$ cat src/rtl/tbsl_pkg.sv
// Purpose: shared constants for the tile boot and security loader
// Assumes: 100 MHz system clock, 32-bit Avalon-MM register bus
// Notes:   offsets are byte addresses of aligned words
package tbsl_pkg;
   // clock and timing
   localparam int CLK_PERIOD_NS   = 10;
   localparam int BOOT_DELAY_NS   = 15000;
   localparam int BOOT_DELAY_CYC  = (BOOT_DELAY_NS + CLK_PERIOD_NS - 1) / CLK_PERIOD_NS;
   localparam int DLY_W           = 12;

   // register map
   localparam logic [5:0] REG_PLL_CFG   = 6'h00;
   localparam logic [5:0] REG_SECURITY  = 6'h04;
   localparam logic [5:0] REG_STATUS    = 6'h08;
   localparam logic [5:0] REG_OTP_ADDR  = 6'h0C;
   localparam logic [5:0] REG_OTP_DATA  = 6'h10;
   localparam logic [5:0] REG_OTP_CTRL  = 6'h14;
   localparam logic [5:0] REG_CRC       = 6'h18;
   localparam logic [5:0] REG_RATIO     = 6'h1C;

   // pll configuration fields
   localparam int PLL_IN_LSB   = 0;
   localparam int PLL_IN_W     = 6;
   localparam int PLL_FB_LSB   = 8;
   localparam int PLL_FB_W     = 12;
   localparam int PLL_POST_LSB = 20;
   localparam int PLL_POST_W   = 3;
   localparam logic [5:0]  PLL_IN_RST   = 6'h00;
   localparam logic [11:0] PLL_FB_RST   = 12'h03F;
   localparam logic [2:0]  PLL_POST_RST = 3'h1;

   // security register bits
   localparam int SEC_NO_TEST     = 0;
   localparam int SEC_NO_LINK     = 1;
   localparam int SEC_OTP_BOOT    = 5;
   localparam int SEC_REDUNDANT   = 7;
   localparam int SEC_LOCK_LSB    = 8;
   localparam int SEC_MASTER_LOCK = 12;
   localparam int SEC_NO_TEST_OTP = 13;
   localparam int SEC_GP_LSB      = 15;
   localparam int SEC_GP_MSB      = 21;
   localparam int SEC_UID_LSB     = 22;
   localparam int SEC_UID_MSB     = 31;
   localparam logic [31:0] SEC_RST = 32'h0000_0000;
   localparam logic [31:0] SEC_SW_MASK = 32'h003F_8000;

   // otp organisation and programming control
   localparam int OTP_ROW_W      = 9;
   localparam int OTP_SECTORS    = 4;
   localparam logic [15:0] OTP_SEC_ROW = 16'h0800;
   localparam int OTP_CTRL_ROW   = 0;
   localparam int OTP_CTRL_SEC   = 1;

   // boot image
   localparam logic [31:0] CHECK_SKIP  = 32'h0D15_AB1E;
   localparam logic [31:0] CRC_POLY    = 32'hEDB8_8320;
   localparam logic [31:0] CRC_PRESET  = 32'hFFFF_FFFF;
   localparam int RAM_AW = 15;
   localparam logic [14:0] RAM_BASE = 15'h0000;

   typedef enum logic [3:0] {
      ST_HOLD, ST_DELAY, ST_SEC_REQ, ST_SEC_WAIT, ST_SIZE, ST_PROG,
      ST_CHECK, ST_VERIFY, ST_RUN, ST_HALT
   } tbsl_state_type;
endpackage : tbsl_pkg

$ cat src/rtl/tbsl_crc_if.sv
// Purpose: carries the byte stream from loader to crc engine
// Assumes: one byte per cycle at most
// Notes:   value is the running crc before inversion
`timescale 1ns/10ps
interface tbsl_crc_if;
   logic        init;
   logic        feed;
   logic [7:0]  data;
   logic [31:0] value;
   modport src (output init, output feed, output data, input value);
   modport eng (input init, input feed, input data, output value);
endinterface : tbsl_crc_if

$ cat src/rtl/tbsl_crc.sv
// Purpose: byte-wide reflected crc-32 engine
// Assumes: init and feed never in the same cycle
// Notes:   output is the raw remainder, caller inverts
`timescale 1ns/10ps
module tbsl_crc
   import tbsl_pkg::*;
(
   input  wire logic clock,
   input  wire logic rst,
   tbsl_crc_if.eng   crc
);
   logic [31:0] crc_q;
   logic [31:0] crc_d;

   always_comb begin
      crc_d = crc_q ^ {24'h00_0000, crc.data};
      for (int i = 0; i < 8; i++) begin
         crc_d = crc_d[0] ? ((crc_d >> 1) ^ CRC_POLY) : (crc_d >> 1);
      end
   end

   always_ff @(posedge clock) begin
      if (rst || crc.init) begin
         crc_q <= CRC_PRESET;
      end else if (crc.feed) begin
         crc_q <= crc_d;
      end
   end

   assign crc.value = crc_q;
endmodule : tbsl_crc

$ cat src/rtl/tbsl_top.sv
// Purpose: tile reset release, security load, boot image loading, pll settings
// Assumes: image bytes arrive on one stream, source picked by boot_from_otp
// Notes:   registers on Avalon-MM, one wait cycle per access
// Summary of operation
// - tile clock ratio from feedback, input, post dividers
// - multiplier resets to post 1, feedback 63, input 0
// - multiplier settings rewritable at run time
// - reset pin low holds reset, pull-downs on
// - boot starts delay after reset pin release
// - security bit 5 picks otp, else flash
// - image is count, program words, check word
// - magic check word skips crc verification
// - count and check word assembled lsb first
// - program loaded at ram base, run there
// - crc covers count bytes and program bytes
// - reflected crc-32 polynomial edb88320
// - crc preset all ones, result inverted
// - security register loaded from otp before boot
// - otp content copied to sram, four 512-row sectors
// - otp programmed through address, data, control ports
// - bits 0 and 1 block test port, link
// - bit 5 bypasses boot rom, otp address 0
// - bit 7 redundant rows, bits 8-11 sector locks
// - bit 12 master lock, bit 13 test-otp block
// - bits 21:15 software field, 31:22 user id
//
// The register offsets and the Avalon-MM interface to the registers were chosen for this implementation.
`timescale 1ns/10ps
module tbsl_top
   import tbsl_pkg::*;
(
   input  wire logic                 clock,
   input  wire logic                 rst,
   input  wire logic                 rst_n_pin,
   output logic                      gpio_pulldown_en,
   // avalon-mm slave
   input  wire logic [5:0]           avs_address,
   input  wire logic                 avs_read,
   input  wire logic                 avs_write,
   input  wire logic [31:0]          avs_writedata,
   input  wire logic [3:0]           avs_byteenable,
   output logic [31:0]               avs_readdata,
   output logic                      avs_waitrequest,
   // pll settings
   output logic [PLL_IN_W-1:0]       pll_input_div,
   output logic [PLL_FB_W-1:0]       pll_feedback,
   output logic [PLL_POST_W-1:0]     post_divider_setting,
   output logic [12:0]               pll_ratio_num,
   output logic [12:0]               pll_ratio_den,
   // otp row read, used for the security word
   output logic                      otp_rd_req,
   output logic [15:0]               otp_rd_addr,
   input  wire logic                 otp_rd_valid,
   input  wire logic [31:0]          otp_rd_data,
   // otp programming ports
   output logic                      otp_prog_strobe,
   output logic [15:0]               otp_prog_addr,
   output logic [31:0]               otp_prog_data,
   output logic [15:0]               otp_prog_ctrl,
   // boot image stream
   output logic                      boot_from_otp,
   output logic                      img_start,
   input  wire logic                 img_valid,
   input  wire logic [7:0]           img_data,
   output logic                      img_ready,
   // ram load port and processor start
   output logic                      ram_we,
   output logic [RAM_AW-1:0]         ram_addr,
   output logic [31:0]               ram_wdata,
   output logic                      cpu_run,
   output logic [RAM_AW-1:0]         cpu_start_addr,
   // security controls
   output logic                      test_port_block,
   output logic                      link_access_block,
   output logic                      otp_redundant_en,
   output logic [OTP_SECTORS-1:0]    otp_sector_inhibit,
   output logic                      otp_master_lock,
   output logic                      test_otp_block,
   output logic [6:0]                sec_gp_field,
   output logic [9:0]                user_code_ext
);
   tbsl_crc_if crc_bus ();

   tbsl_crc u_crc (
      .clock (clock),
      .rst   (rst),
      .crc   (crc_bus.eng)
   );

   // reset pin synchroniser
   logic           pin_s1_q;
   logic           pin_s2_q;
   logic           pin_s3_q;
   logic           pin_level_q;
   logic           hold;

   always_ff @(posedge clock) begin
      if (rst) begin
         pin_s1_q    <= 1'b0;
         pin_s2_q    <= 1'b0;
         pin_s3_q    <= 1'b0;
         pin_level_q <= 1'b0;
      end else begin
         pin_s1_q <= rst_n_pin;
         pin_s2_q <= pin_s1_q;
         pin_s3_q <= pin_s2_q;
         if (pin_s2_q == pin_s3_q) begin
            pin_level_q <= pin_s3_q;
         end
      end
   end

   assign hold             = ~pin_level_q;
   assign gpio_pulldown_en = hold;

   // bus handshake
   logic           ack_q;
   logic           req;
   logic           wr_go;
   logic [31:0]    rdata_q;
   logic [31:0]    rdata_d;
   logic [31:0]    bmask;

   assign req             = avs_read | avs_write;
   assign avs_waitrequest = req & ~ack_q;
   assign wr_go           = avs_write & ack_q;
   assign avs_readdata    = rdata_q;
   assign bmask = {{8{avs_byteenable[3]}}, {8{avs_byteenable[2]}},
                   {8{avs_byteenable[1]}}, {8{avs_byteenable[0]}}};

   always_ff @(posedge clock) begin
      if (rst) begin
         ack_q <= 1'b0;
      end else begin
         ack_q <= req & ~ack_q;
      end
   end

   // pll settings
   logic [31:0]    pll_q;
   logic [31:0]    pll_w;

   assign pll_w = (pll_q & ~bmask) | (avs_writedata & bmask);

   always_ff @(posedge clock) begin
      if (rst) begin
         pll_q <= 32'h0000_0000;
         pll_q[PLL_IN_LSB +: PLL_IN_W]     <= PLL_IN_RST;
         pll_q[PLL_FB_LSB +: PLL_FB_W]     <= PLL_FB_RST;
         pll_q[PLL_POST_LSB +: PLL_POST_W] <= PLL_POST_RST;
      end else if (wr_go && avs_address == REG_PLL_CFG) begin
         pll_q <= 32'h0000_0000;
         pll_q[PLL_IN_LSB +: PLL_IN_W]     <= pll_w[PLL_IN_LSB +: PLL_IN_W];
         pll_q[PLL_FB_LSB +: PLL_FB_W]     <= pll_w[PLL_FB_LSB +: PLL_FB_W];
         pll_q[PLL_POST_LSB +: PLL_POST_W] <= pll_w[PLL_POST_LSB +: PLL_POST_W];
      end
   end

   assign pll_input_div        = pll_q[PLL_IN_LSB +: PLL_IN_W];
   assign pll_feedback         = pll_q[PLL_FB_LSB +: PLL_FB_W];
   assign post_divider_setting = pll_q[PLL_POST_LSB +: PLL_POST_W];

   // tile clock = osc * num / den, out-of-range settings are software's concern
   logic [12:0]    num_q;
   logic [12:0]    den_q;

   always_ff @(posedge clock) begin
      if (rst) begin
         num_q <= 13'h0000;
         den_q <= 13'h0001;
      end else begin
         num_q <= {1'b0, pll_feedback} + 13'h0001;
         den_q <= 13'((({7'h00, pll_input_div} + 13'h0001)
                  * ({10'h000, post_divider_setting} + 13'h0001)) << 1);
      end
   end

   assign pll_ratio_num = num_q;
   assign pll_ratio_den = den_q;

   // boot sequencer
   tbsl_state_type state_q;
   logic [DLY_W-1:0] dly_q;
   logic [31:0]    sec_q;
   logic [31:0]    size_q;
   logic [31:0]    check_q;
   logic [31:0]    word_q;
   logic [31:0]    left_q;
   logic [1:0]     bidx_q;
   logic [RAM_AW-1:0] waddr_q;
   logic           take;
   logic           crc_ok_q;
   logic           skip_q;
   logic [31:0]    crc_res;

   assign img_ready = (state_q == ST_SIZE) || (state_q == ST_PROG) || (state_q == ST_CHECK);
   assign take      = img_valid & img_ready;
   assign crc_res   = ~crc_bus.value;

   assign crc_bus.init = (state_q == ST_SEC_WAIT) && otp_rd_valid;
   assign crc_bus.feed = take && (state_q != ST_CHECK);
   assign crc_bus.data = img_data;

   always_ff @(posedge clock) begin
      if (rst || hold) begin
         state_q <= ST_HOLD;
         dly_q   <= '0;
      end else begin
         unique case (state_q)
            ST_HOLD: begin
               state_q <= ST_DELAY;
               dly_q   <= '0;
            end
            ST_DELAY: begin
               dly_q <= dly_q + 1'b1;
               if (dly_q == DLY_W'(BOOT_DELAY_CYC - 1)) begin
                  state_q <= ST_SEC_REQ;
               end
            end
            ST_SEC_REQ: state_q <= ST_SEC_WAIT;
            ST_SEC_WAIT: begin
               if (otp_rd_valid) begin
                  state_q <= ST_SIZE;
               end
            end
            ST_SIZE: begin
               if (take && bidx_q == 2'd3) begin
                  state_q <= ({img_data, word_q[31:8]} == 32'h0) ? ST_CHECK : ST_PROG;
               end
            end
            ST_PROG: begin
               if (take && bidx_q == 2'd3 && left_q == 32'h1) begin
                  state_q <= ST_CHECK;
               end
            end
            ST_CHECK: begin
               if (take && bidx_q == 2'd3) begin
                  state_q <= ST_VERIFY;
               end
            end
            ST_VERIFY: state_q <= (skip_q || crc_ok_q) ? ST_RUN : ST_HALT;
            ST_RUN:  state_q <= ST_RUN;
            ST_HALT: state_q <= ST_HALT;
         endcase
      end
   end

   // byte gathering, lsb first
   always_ff @(posedge clock) begin
      if (rst || hold || state_q == ST_SEC_WAIT) begin
         word_q <= 32'h0;
         bidx_q <= 2'd0;
      end else if (take) begin
         word_q <= {img_data, word_q[31:8]};
         bidx_q <= bidx_q + 2'd1;
      end
   end

   always_ff @(posedge clock) begin
      if (rst || hold) begin
         size_q  <= 32'h0;
         left_q  <= 32'h0;
         check_q <= 32'h0;
         waddr_q <= RAM_BASE;
      end else if (take && bidx_q == 2'd3) begin
         unique case (state_q)
            ST_SIZE: begin
               size_q <= {img_data, word_q[31:8]};
               left_q <= {img_data, word_q[31:8]};
            end
            ST_PROG: begin
               left_q  <= left_q - 32'h1;
               waddr_q <= waddr_q + 1'b1;
            end
            ST_CHECK: check_q <= {img_data, word_q[31:8]};
            default: ;
         endcase
      end
   end

   // program word to ram from the base upward
   always_ff @(posedge clock) begin
      if (rst) begin
         ram_we    <= 1'b0;
         ram_addr  <= RAM_BASE;
         ram_wdata <= 32'h0;
      end else begin
         ram_we <= take && bidx_q == 2'd3 && state_q == ST_PROG;
         if (take && bidx_q == 2'd3 && state_q == ST_PROG) begin
            ram_addr  <= waddr_q;
            ram_wdata <= {img_data, word_q[31:8]};
         end
      end
   end

   // verdict captured once the check word is complete
   always_ff @(posedge clock) begin
      if (rst || hold) begin
         crc_ok_q <= 1'b0;
         skip_q   <= 1'b0;
      end else if (state_q == ST_CHECK && take && bidx_q == 2'd3) begin
         skip_q   <= {img_data, word_q[31:8]} == CHECK_SKIP;
         crc_ok_q <= {img_data, word_q[31:8]} == crc_res;
      end
   end

   assign cpu_run        = state_q == ST_RUN;
   assign cpu_start_addr = RAM_BASE;
   assign img_start      = state_q == ST_SEC_WAIT && otp_rd_valid;
   assign boot_from_otp  = sec_q[SEC_OTP_BOOT];
   assign otp_rd_req     = state_q == ST_SEC_REQ;
   assign otp_rd_addr    = OTP_SEC_ROW;

   // otp programming ports and security register
   logic [15:0]    oaddr_q;
   logic [31:0]    odata_q;
   logic [15:0]    octrl_q;
   logic           strobe_q;
   logic           refused_q;
   logic [1:0]     sector;
   logic           row_ok;
   logic           ctrl_wr;

   assign sector  = oaddr_q[OTP_ROW_W +: 2];
   assign row_ok  = ~sec_q[SEC_MASTER_LOCK] & ~sec_q[SEC_LOCK_LSB + sector];
   assign ctrl_wr = wr_go && avs_address == REG_OTP_CTRL;

   always_ff @(posedge clock) begin
      if (rst) begin
         oaddr_q <= 16'h0000;
         odata_q <= 32'h0000_0000;
         octrl_q <= 16'h0000;
      end else if (wr_go) begin
         if (avs_address == REG_OTP_ADDR) oaddr_q <= avs_writedata[15:0];
         if (avs_address == REG_OTP_DATA) odata_q <= avs_writedata;
         if (ctrl_wr) octrl_q <= avs_writedata[15:0];
      end
   end

   always_ff @(posedge clock) begin
      if (rst) begin
         strobe_q  <= 1'b0;
         refused_q <= 1'b0;
      end else begin
         strobe_q <= ctrl_wr && avs_writedata[OTP_CTRL_ROW] && row_ok;
         if (ctrl_wr) begin
            refused_q <= (avs_writedata[OTP_CTRL_ROW] && !row_ok)
                      || (avs_writedata[OTP_CTRL_SEC] && sec_q[SEC_MASTER_LOCK]);
         end
      end
   end

   assign otp_prog_strobe = strobe_q;
   assign otp_prog_addr   = oaddr_q;
   assign otp_prog_data   = odata_q;
   assign otp_prog_ctrl   = octrl_q;

   always_ff @(posedge clock) begin
      if (rst) begin
         sec_q <= SEC_RST;
      end else if (state_q == ST_SEC_WAIT && otp_rd_valid) begin
         sec_q <= otp_rd_data;
      end else if (ctrl_wr && avs_writedata[OTP_CTRL_SEC] && !sec_q[SEC_MASTER_LOCK]) begin
         sec_q <= sec_q | odata_q;
      end else if (wr_go && avs_address == REG_SECURITY) begin
         sec_q <= (sec_q & ~(SEC_SW_MASK & bmask)) | (avs_writedata & SEC_SW_MASK & bmask);
      end
   end

   assign test_port_block    = sec_q[SEC_NO_TEST];
   assign link_access_block  = sec_q[SEC_NO_LINK];
   assign otp_redundant_en   = sec_q[SEC_REDUNDANT];
   assign otp_sector_inhibit = sec_q[SEC_LOCK_LSB +: OTP_SECTORS];
   assign otp_master_lock    = sec_q[SEC_MASTER_LOCK];
   assign test_otp_block     = sec_q[SEC_NO_TEST_OTP];
   assign sec_gp_field       = sec_q[SEC_GP_MSB:SEC_GP_LSB];
   assign user_code_ext      = sec_q[SEC_UID_MSB:SEC_UID_LSB];

   // read mux
   always_comb begin
      rdata_d = 32'h0000_0000;
      unique case (avs_address)
         REG_PLL_CFG:  rdata_d = pll_q;
         REG_SECURITY: rdata_d = sec_q;
         REG_STATUS:   rdata_d = {22'h0, refused_q, skip_q, crc_ok_q,
                                  boot_from_otp, cpu_run, state_q == ST_HALT, state_q};
         REG_OTP_ADDR: rdata_d = {16'h0000, oaddr_q};
         REG_OTP_DATA: rdata_d = odata_q;
         REG_OTP_CTRL: rdata_d = {16'h0000, octrl_q};
         REG_CRC:      rdata_d = crc_res;
         REG_RATIO:    rdata_d = {3'h0, den_q, 3'h0, num_q};
         default:      rdata_d = 32'h0000_0000;
      endcase
   end

   always_ff @(posedge clock) begin
      if (rst) begin
         rdata_q <= 32'h0000_0000;
      end else if (avs_read && !ack_q) begin
         rdata_q <= rdata_d;
      end
   end
endmodule : tbsl_top

$ cat config.mk
export PLATFORM = sky130hd
export DESIGN_NAME = tbsl_top
export DESIGN_NICKNAME = d
export VERILOG_FILES = /design/src/rtl/tbsl_pkg.sv /design/src/rtl/tbsl_crc_if.sv /design/src/rtl/tbsl_crc.sv /design/src/rtl/tbsl_top.sv
export SDC_FILE = /design/constraint.sdc
export NUM_CORES = 1
export LEC_CHECK = 0
export BUFFER_PORTS_ARGS = -buffer_cell sky130_fd_sc_hd__buf_2
export CORE_UTILIZATION = 44
export CTS_BUF_LIST = sky130_fd_sc_hd__clkbuf_8
export DETAILED_ROUTE_END_ITERATION = 10
export PLACE_DENSITY = 0.63
export SLEW_MARGIN = 15
export SYNTH_ARGS = -nofsm -noshare
export SYNTH_HDL_FRONTEND = slang
export SYNTH_SLANG_ARGS = --single-unit
$ cat constraint.sdc
create_clock -name clock -period 9.9 [get_ports clock]
set_input_delay 0.99 -clock clock [delete_from_list [all_inputs] [get_ports clock]]
set_output_delay 0.99 -clock clock [all_outputs]
set_load 0.005 [all_outputs]
## Word level (Yosys, flattened, before mapping)

Index checks and enable logic that the tools add are counted.

- Output and inout bits: 256
- Register bits: 360
- Input bits: 89

- $lt $le $gt $ge: 1
- Eq/ne operators: 28
- $add $sub $neg: 8
- Multiply operators: 1
- Reductions and logical operators: 39
- Mux-type cells: 25
- Bitwise gates (word level): 28

Operators by type and width:

| kind | number |
|---|---|
| $mux W32 | 11 |
| $pmux W32 S8 | 1 |
| $not A13 Y14 | 8 |
| $or A32 B32 Y32 | 2 |
| $pmux W32 S2 | 1 |
| $and A23 B23 Y23 | 2 |
| $pmux W4 S10 | 1 |
| $and A22 B32 Y32 | 1 |
| $and A32 B32 Y32 | 1 |
| $eq A32 B1 Y1 const B | 1 |
| $eq A32 B28 Y1 const B | 1 |
| $eq A32 B32 Y1 | 1 |
| $logic_not A32 Y1 | 1 |
| $not A22 Y32 | 1 |
| $not A32 Y32 | 1 |
| $sub A32 B1 Y32 const B | 1 |
| $xor A32 B8 Y32 | 1 |
| $eq A6 B5 Y1 const B | 4 |
| $pmux W12 S2 | 1 |
| $not A23 Y23 | 1 |
| $or A23 B23 Y23 | 1 |
| $mux W4 | 5 |
| $logic_and A1 B1 Y1 | 17 |
| $eq A4 B3 Y1 const B | 4 |
| other kinds (34) | 61 |

## Logic depth before layout (Yosys ltp)

- Word-level depth: 17
- Depth in mapped cells: 14

## By module

A second synthesis with hierarchy kept.

- Cell total of the unflattened synthesis: 2077
- Area, all modules: 17200.2 sq um

Modules (own cells, without submodules):

| module | cells each | instances | area an instance (sq um) | sequential area each (sq um) |
|---|---|---|---|---|
| tbsl_top | 1901 | 1 | 15188.3 | 6406.1 |
| tbsl_crc | 176 | 1 | 2011.9 | 640.6 |

## Least setup slack after synthesis

OpenSTA, ideal clock, no wires.

- Path type: flip-flop to flip-flop
- From: register with a tool-made name
- To: register den_q[11] (netlist: pll_ratio_den[11])
- Setup time: 0.121 ns
- Data arrival time: 3.885 ns
- Setup slack: 5.894 ns
- Cell stages (with the launch flop): 14
- Clock period less this slack: 4.006 ns
- Cells stage by stage: dfxtp_1 > clkbuf_1 > nand3_1 > or2_2 > fa_1 > inv_1 > fa_1 > fa_1 > a21o_1 > a21oi_1 > o21bai_1 > a2111oi_0 > nor3_1 > mux2_2

RTL lines:

| what | RTL line | text |
|---|---|---|
| to (signal assigned) | tbsl_top.sv:173 | `den_q <= 13'((({7'h00, pll_input_div} + 13'h0001)` |
| to (decl) | tbsl_top.sv:165 | `logic [12:0] den_q;` |

==> results_dict.tcl <==
set metrics [dict create \
    post_dp_cell_area_sq_um 18700 \
    setup_viol 0 \
    cts_buffers 60 \
    synth-seq-cells 352 \
    pre_cts_slack_ps 5630 \
    fin_area_sq_um 19900 \
    cts.htree.levels 2 \
    cts_buffer_depth 3 \
    via_count 16400 \
    crit_type "register to register" \
    ys.flop_type "dfxtp_1" \
    die_x_um 200 \
    cp-end-kind "register" \
    worst_slack_ps 5560 \
    port_buffers 311 \
    fmax_mhz 231 \
    grt_usage 0.283 \
    grt_pass1_wl_mm 87.2 \
    final-hold-violation-count 0 \
    wl_mm 57.2 \
    p_leak_uw 0.00803 \
    path_buf_inv 1 \
    clk_pin_slew_ps 60 \
    yosys_warnings 0 \
    grt_pass1_vias 15400 \
    antenna_found_initial 3 \
    critPathArrivalTime_ps 4880 \
    hold_buffers 0 \
    vias_per_cell 5.65 \
    dr.pass1.iters 8 \
    synth_cell_types 80 \
    min_period_over_period 0.438 \
    synth_top_area_frac 0.410 \
    critPathLaunchType "register" \
    rsz0062_at_grt "no" \
    drc 0 \
    postSynthCellCount 2125 \
    dpl.hpwl_mm 39.7 \
    cap_violations 0 \
    hold-worst-slack_ps 446 \
    ir_worst_vdd_mv 0.0954 \
    globalplace.congestion 0.883 \
    synth-edff-count 0 \
    critPathRequiredTime_ps 10450 \
    synth_area_leaders "dfxtp_1 (41%), nand2_1 (8.6%), a21oi_1 (6.8%)" \
    dr.first_iter.drc_count 1409 \
    die-area_sq_um 39800 \
    skew_ps 45.9 \
    gr-total-overflow 0 \
    numClockSinks 352 \
    synth.avg_cell_area_sq_um 8.08 \
    post-route-min-period_ps 4340 \
    critical_path.max_stage_delay_ps 570 \
    postCtsSetupRepairBufs 0 \
    antenna_left 0 \
    grt_max_degree 83 \
    start_util 0.445 \
    fp.dieH_um 200 \
    setup_tns_ps 0 \
    worstMarginPinSlew_ps 1080 \
    path_cells "nand3_1, or2_2, fa_1, inv_1, fa_1, fa_1, a21o_1, a21oi_1, o21bai_1, a2111oi_0, nor3_1, mux2_2" \
    cts_tree "done" \
    syn_area_sq_um 17200 \
    critPathSlowestCell "dfxtp_1" \
    synth.yosys.seq_area_share 0.410 \
    row_count 72 \
    cp_max_fo 12 \
    path_delay_family "adder cells" \
    area_growth_pct 15.9 \
    cts_resized 0 \
    io_pins 345 \
    power.density_nw_per_um2 142 \
    clock_latency_ps 690 \
    cts_root_buf "clkbuf_8" \
    relSlewSlack 0.280 \
    drive_above_1_share 0.195 \
    final_nets 2466 \
    p_total_uw 2840 \
    cpMostUsedCell "fa_1" \
    hold_path_class "register to register" \
    yosysTopAreaCell "dfxtp_1" \
    wl_per_cell_um 19.7 \
    status "completed" \
    coreArea_sq_um 38600 \
    final-max-slew-violation-count 0 \
    async_flop_share 0 \
]
registers in the layout, summed over array words and instances, names as in the netlist, 2 cells and up, named ones only:
| register | cells |
|---|---|
| avs_readdata | 32 |
| left_q | 32 |
| otp_prog_data | 32 |
| ram_wdata | 32 |
| u_crc.crc.value | 32 |
| sec_q | 25 |
| word_q | 24 |
| otp_prog_addr | 16 |
| otp_prog_ctrl | 16 |
| ram_addr | 15 |
| waddr_q | 15 |
| pll_ratio_num | 13 |
| dly_q | 12 |
| pll_ratio_den | 12 |
| state_q | 4 |
| bidx_q | 2 |
synth_stat cells, types with 7 or more instances:
master,number
fa_1,10
a2bb2oi_1,20
clkbuf_1,135
or2_2,8
a21o_1,7
and3_1,14
nand4_1,19
and2_1,12
a21oi_1,233
xor2_1,44
xnor2_1,87
nor3_1,51
xnor2_2,9
buf_4,53
a222oi_1,12
nand3_1,42
o21ai_0,35
or3_1,15
a31oi_1,17
nor2b_1,18
nor4_1,26
buf_2,14
dfxtp_1,352
a22oi_1,44
inv_1,33
nand2_1,394
a211oi_1,29
a211o_1,7
nand2b_1,7
o211ai_1,35
mux2i_1,15
nor2_1,196
o41ai_1,7
ha_1,23
power by group:
| part | internal (uW) | switching [uW] | total [uW] |
|---|---|---|---|
| Sequential | 1420 | 1.95 | 1420 |
| Combinational | 51.2 | 88.1 | 139 |
| Clock | 666 | 609 | 1280 |
metrics by stage:
stage,utilization,instances
final,0.516,2905
after global routing,0.516,2905
after CTS,0.516,2902
after detailed placement,0.486,2800
after global placement,0.486,2800
after floorplan,-,2155
cell usage in the layout, fill, tap and decap left out, types with 9 or more instances in the layout:
| cell type | instances |
|---|---|
| a211oi_1 | 29 |
| xor2_1 | 44 |
| and3_1 | 14 |
| or3_1 | 14 |
| nor2b_1 | 18 |
| ha_1 | 23 |
| dfxtp_1 | 352 |
| a21oi_1 | 233 |
| nand2_1 | 394 |
| mux2i_1 | 15 |
| clkbuf_8 | 73 |
| and2_1 | 12 |
| buf_2 | 310 |
| nor4_1 | 25 |
| fa_1 | 10 |
| buf_4 | 25 |
| nand4_1 | 19 |
| inv_1 | 53 |
| a2bb2oi_1 | 20 |
| o211ai_1 | 35 |
| nor2_1 | 193 |
| nand3_1 | 42 |
| a31oi_1 | 17 |
| a222oi_1 | 12 |
| conb_1 | 32 |
| a22oi_1 | 44 |
| o21ai_0 | 35 |
| nor3_1 | 51 |
| xnor2_2 | 9 |
| xnor2_1 | 87 |
cells by family after synthesis:
group           after synthesis  synth area share
mux                          18            0.0114
xor+xnor                    144            0.0811
fa+ha+maj                    33            0.0284
flops                       352             0.410
other cells                   2          0.000437
compound gates              510             0.192
simple gates                824             0.211
buf+inv                     242            0.0656
final timing paths:
path	from	to	slack [ps]	cells after the start
max	register	pll_ratio_den[11]	5560	12
min	pin_s1_q	pin_s2_q	450	1
max reg2reg	register	pll_ratio_den[11]	5560	12
min reg2reg	pin_s1_q	pin_s2_q	450	1
routing by layer:
layer  vias up  wire (um)  GRT usage
met3       103       4980     0.0623
met2       711      26200      0.442
met5         -          0          0
li1       7751          -          -
met1      7850      24300      0.373
met4         0       1700      0.122
final cells by class:
type	instances	area (sq um)
clock inverter	29	154
antenna	3	7.51
clock buffer	73	1000
fill	3764	18700
timing repair buffer	336	1750
inverter	33	124
tap	518	648
multi-input combinational	1561	9170
sequential	352	7050
Power figures use the tool's default switching activity.
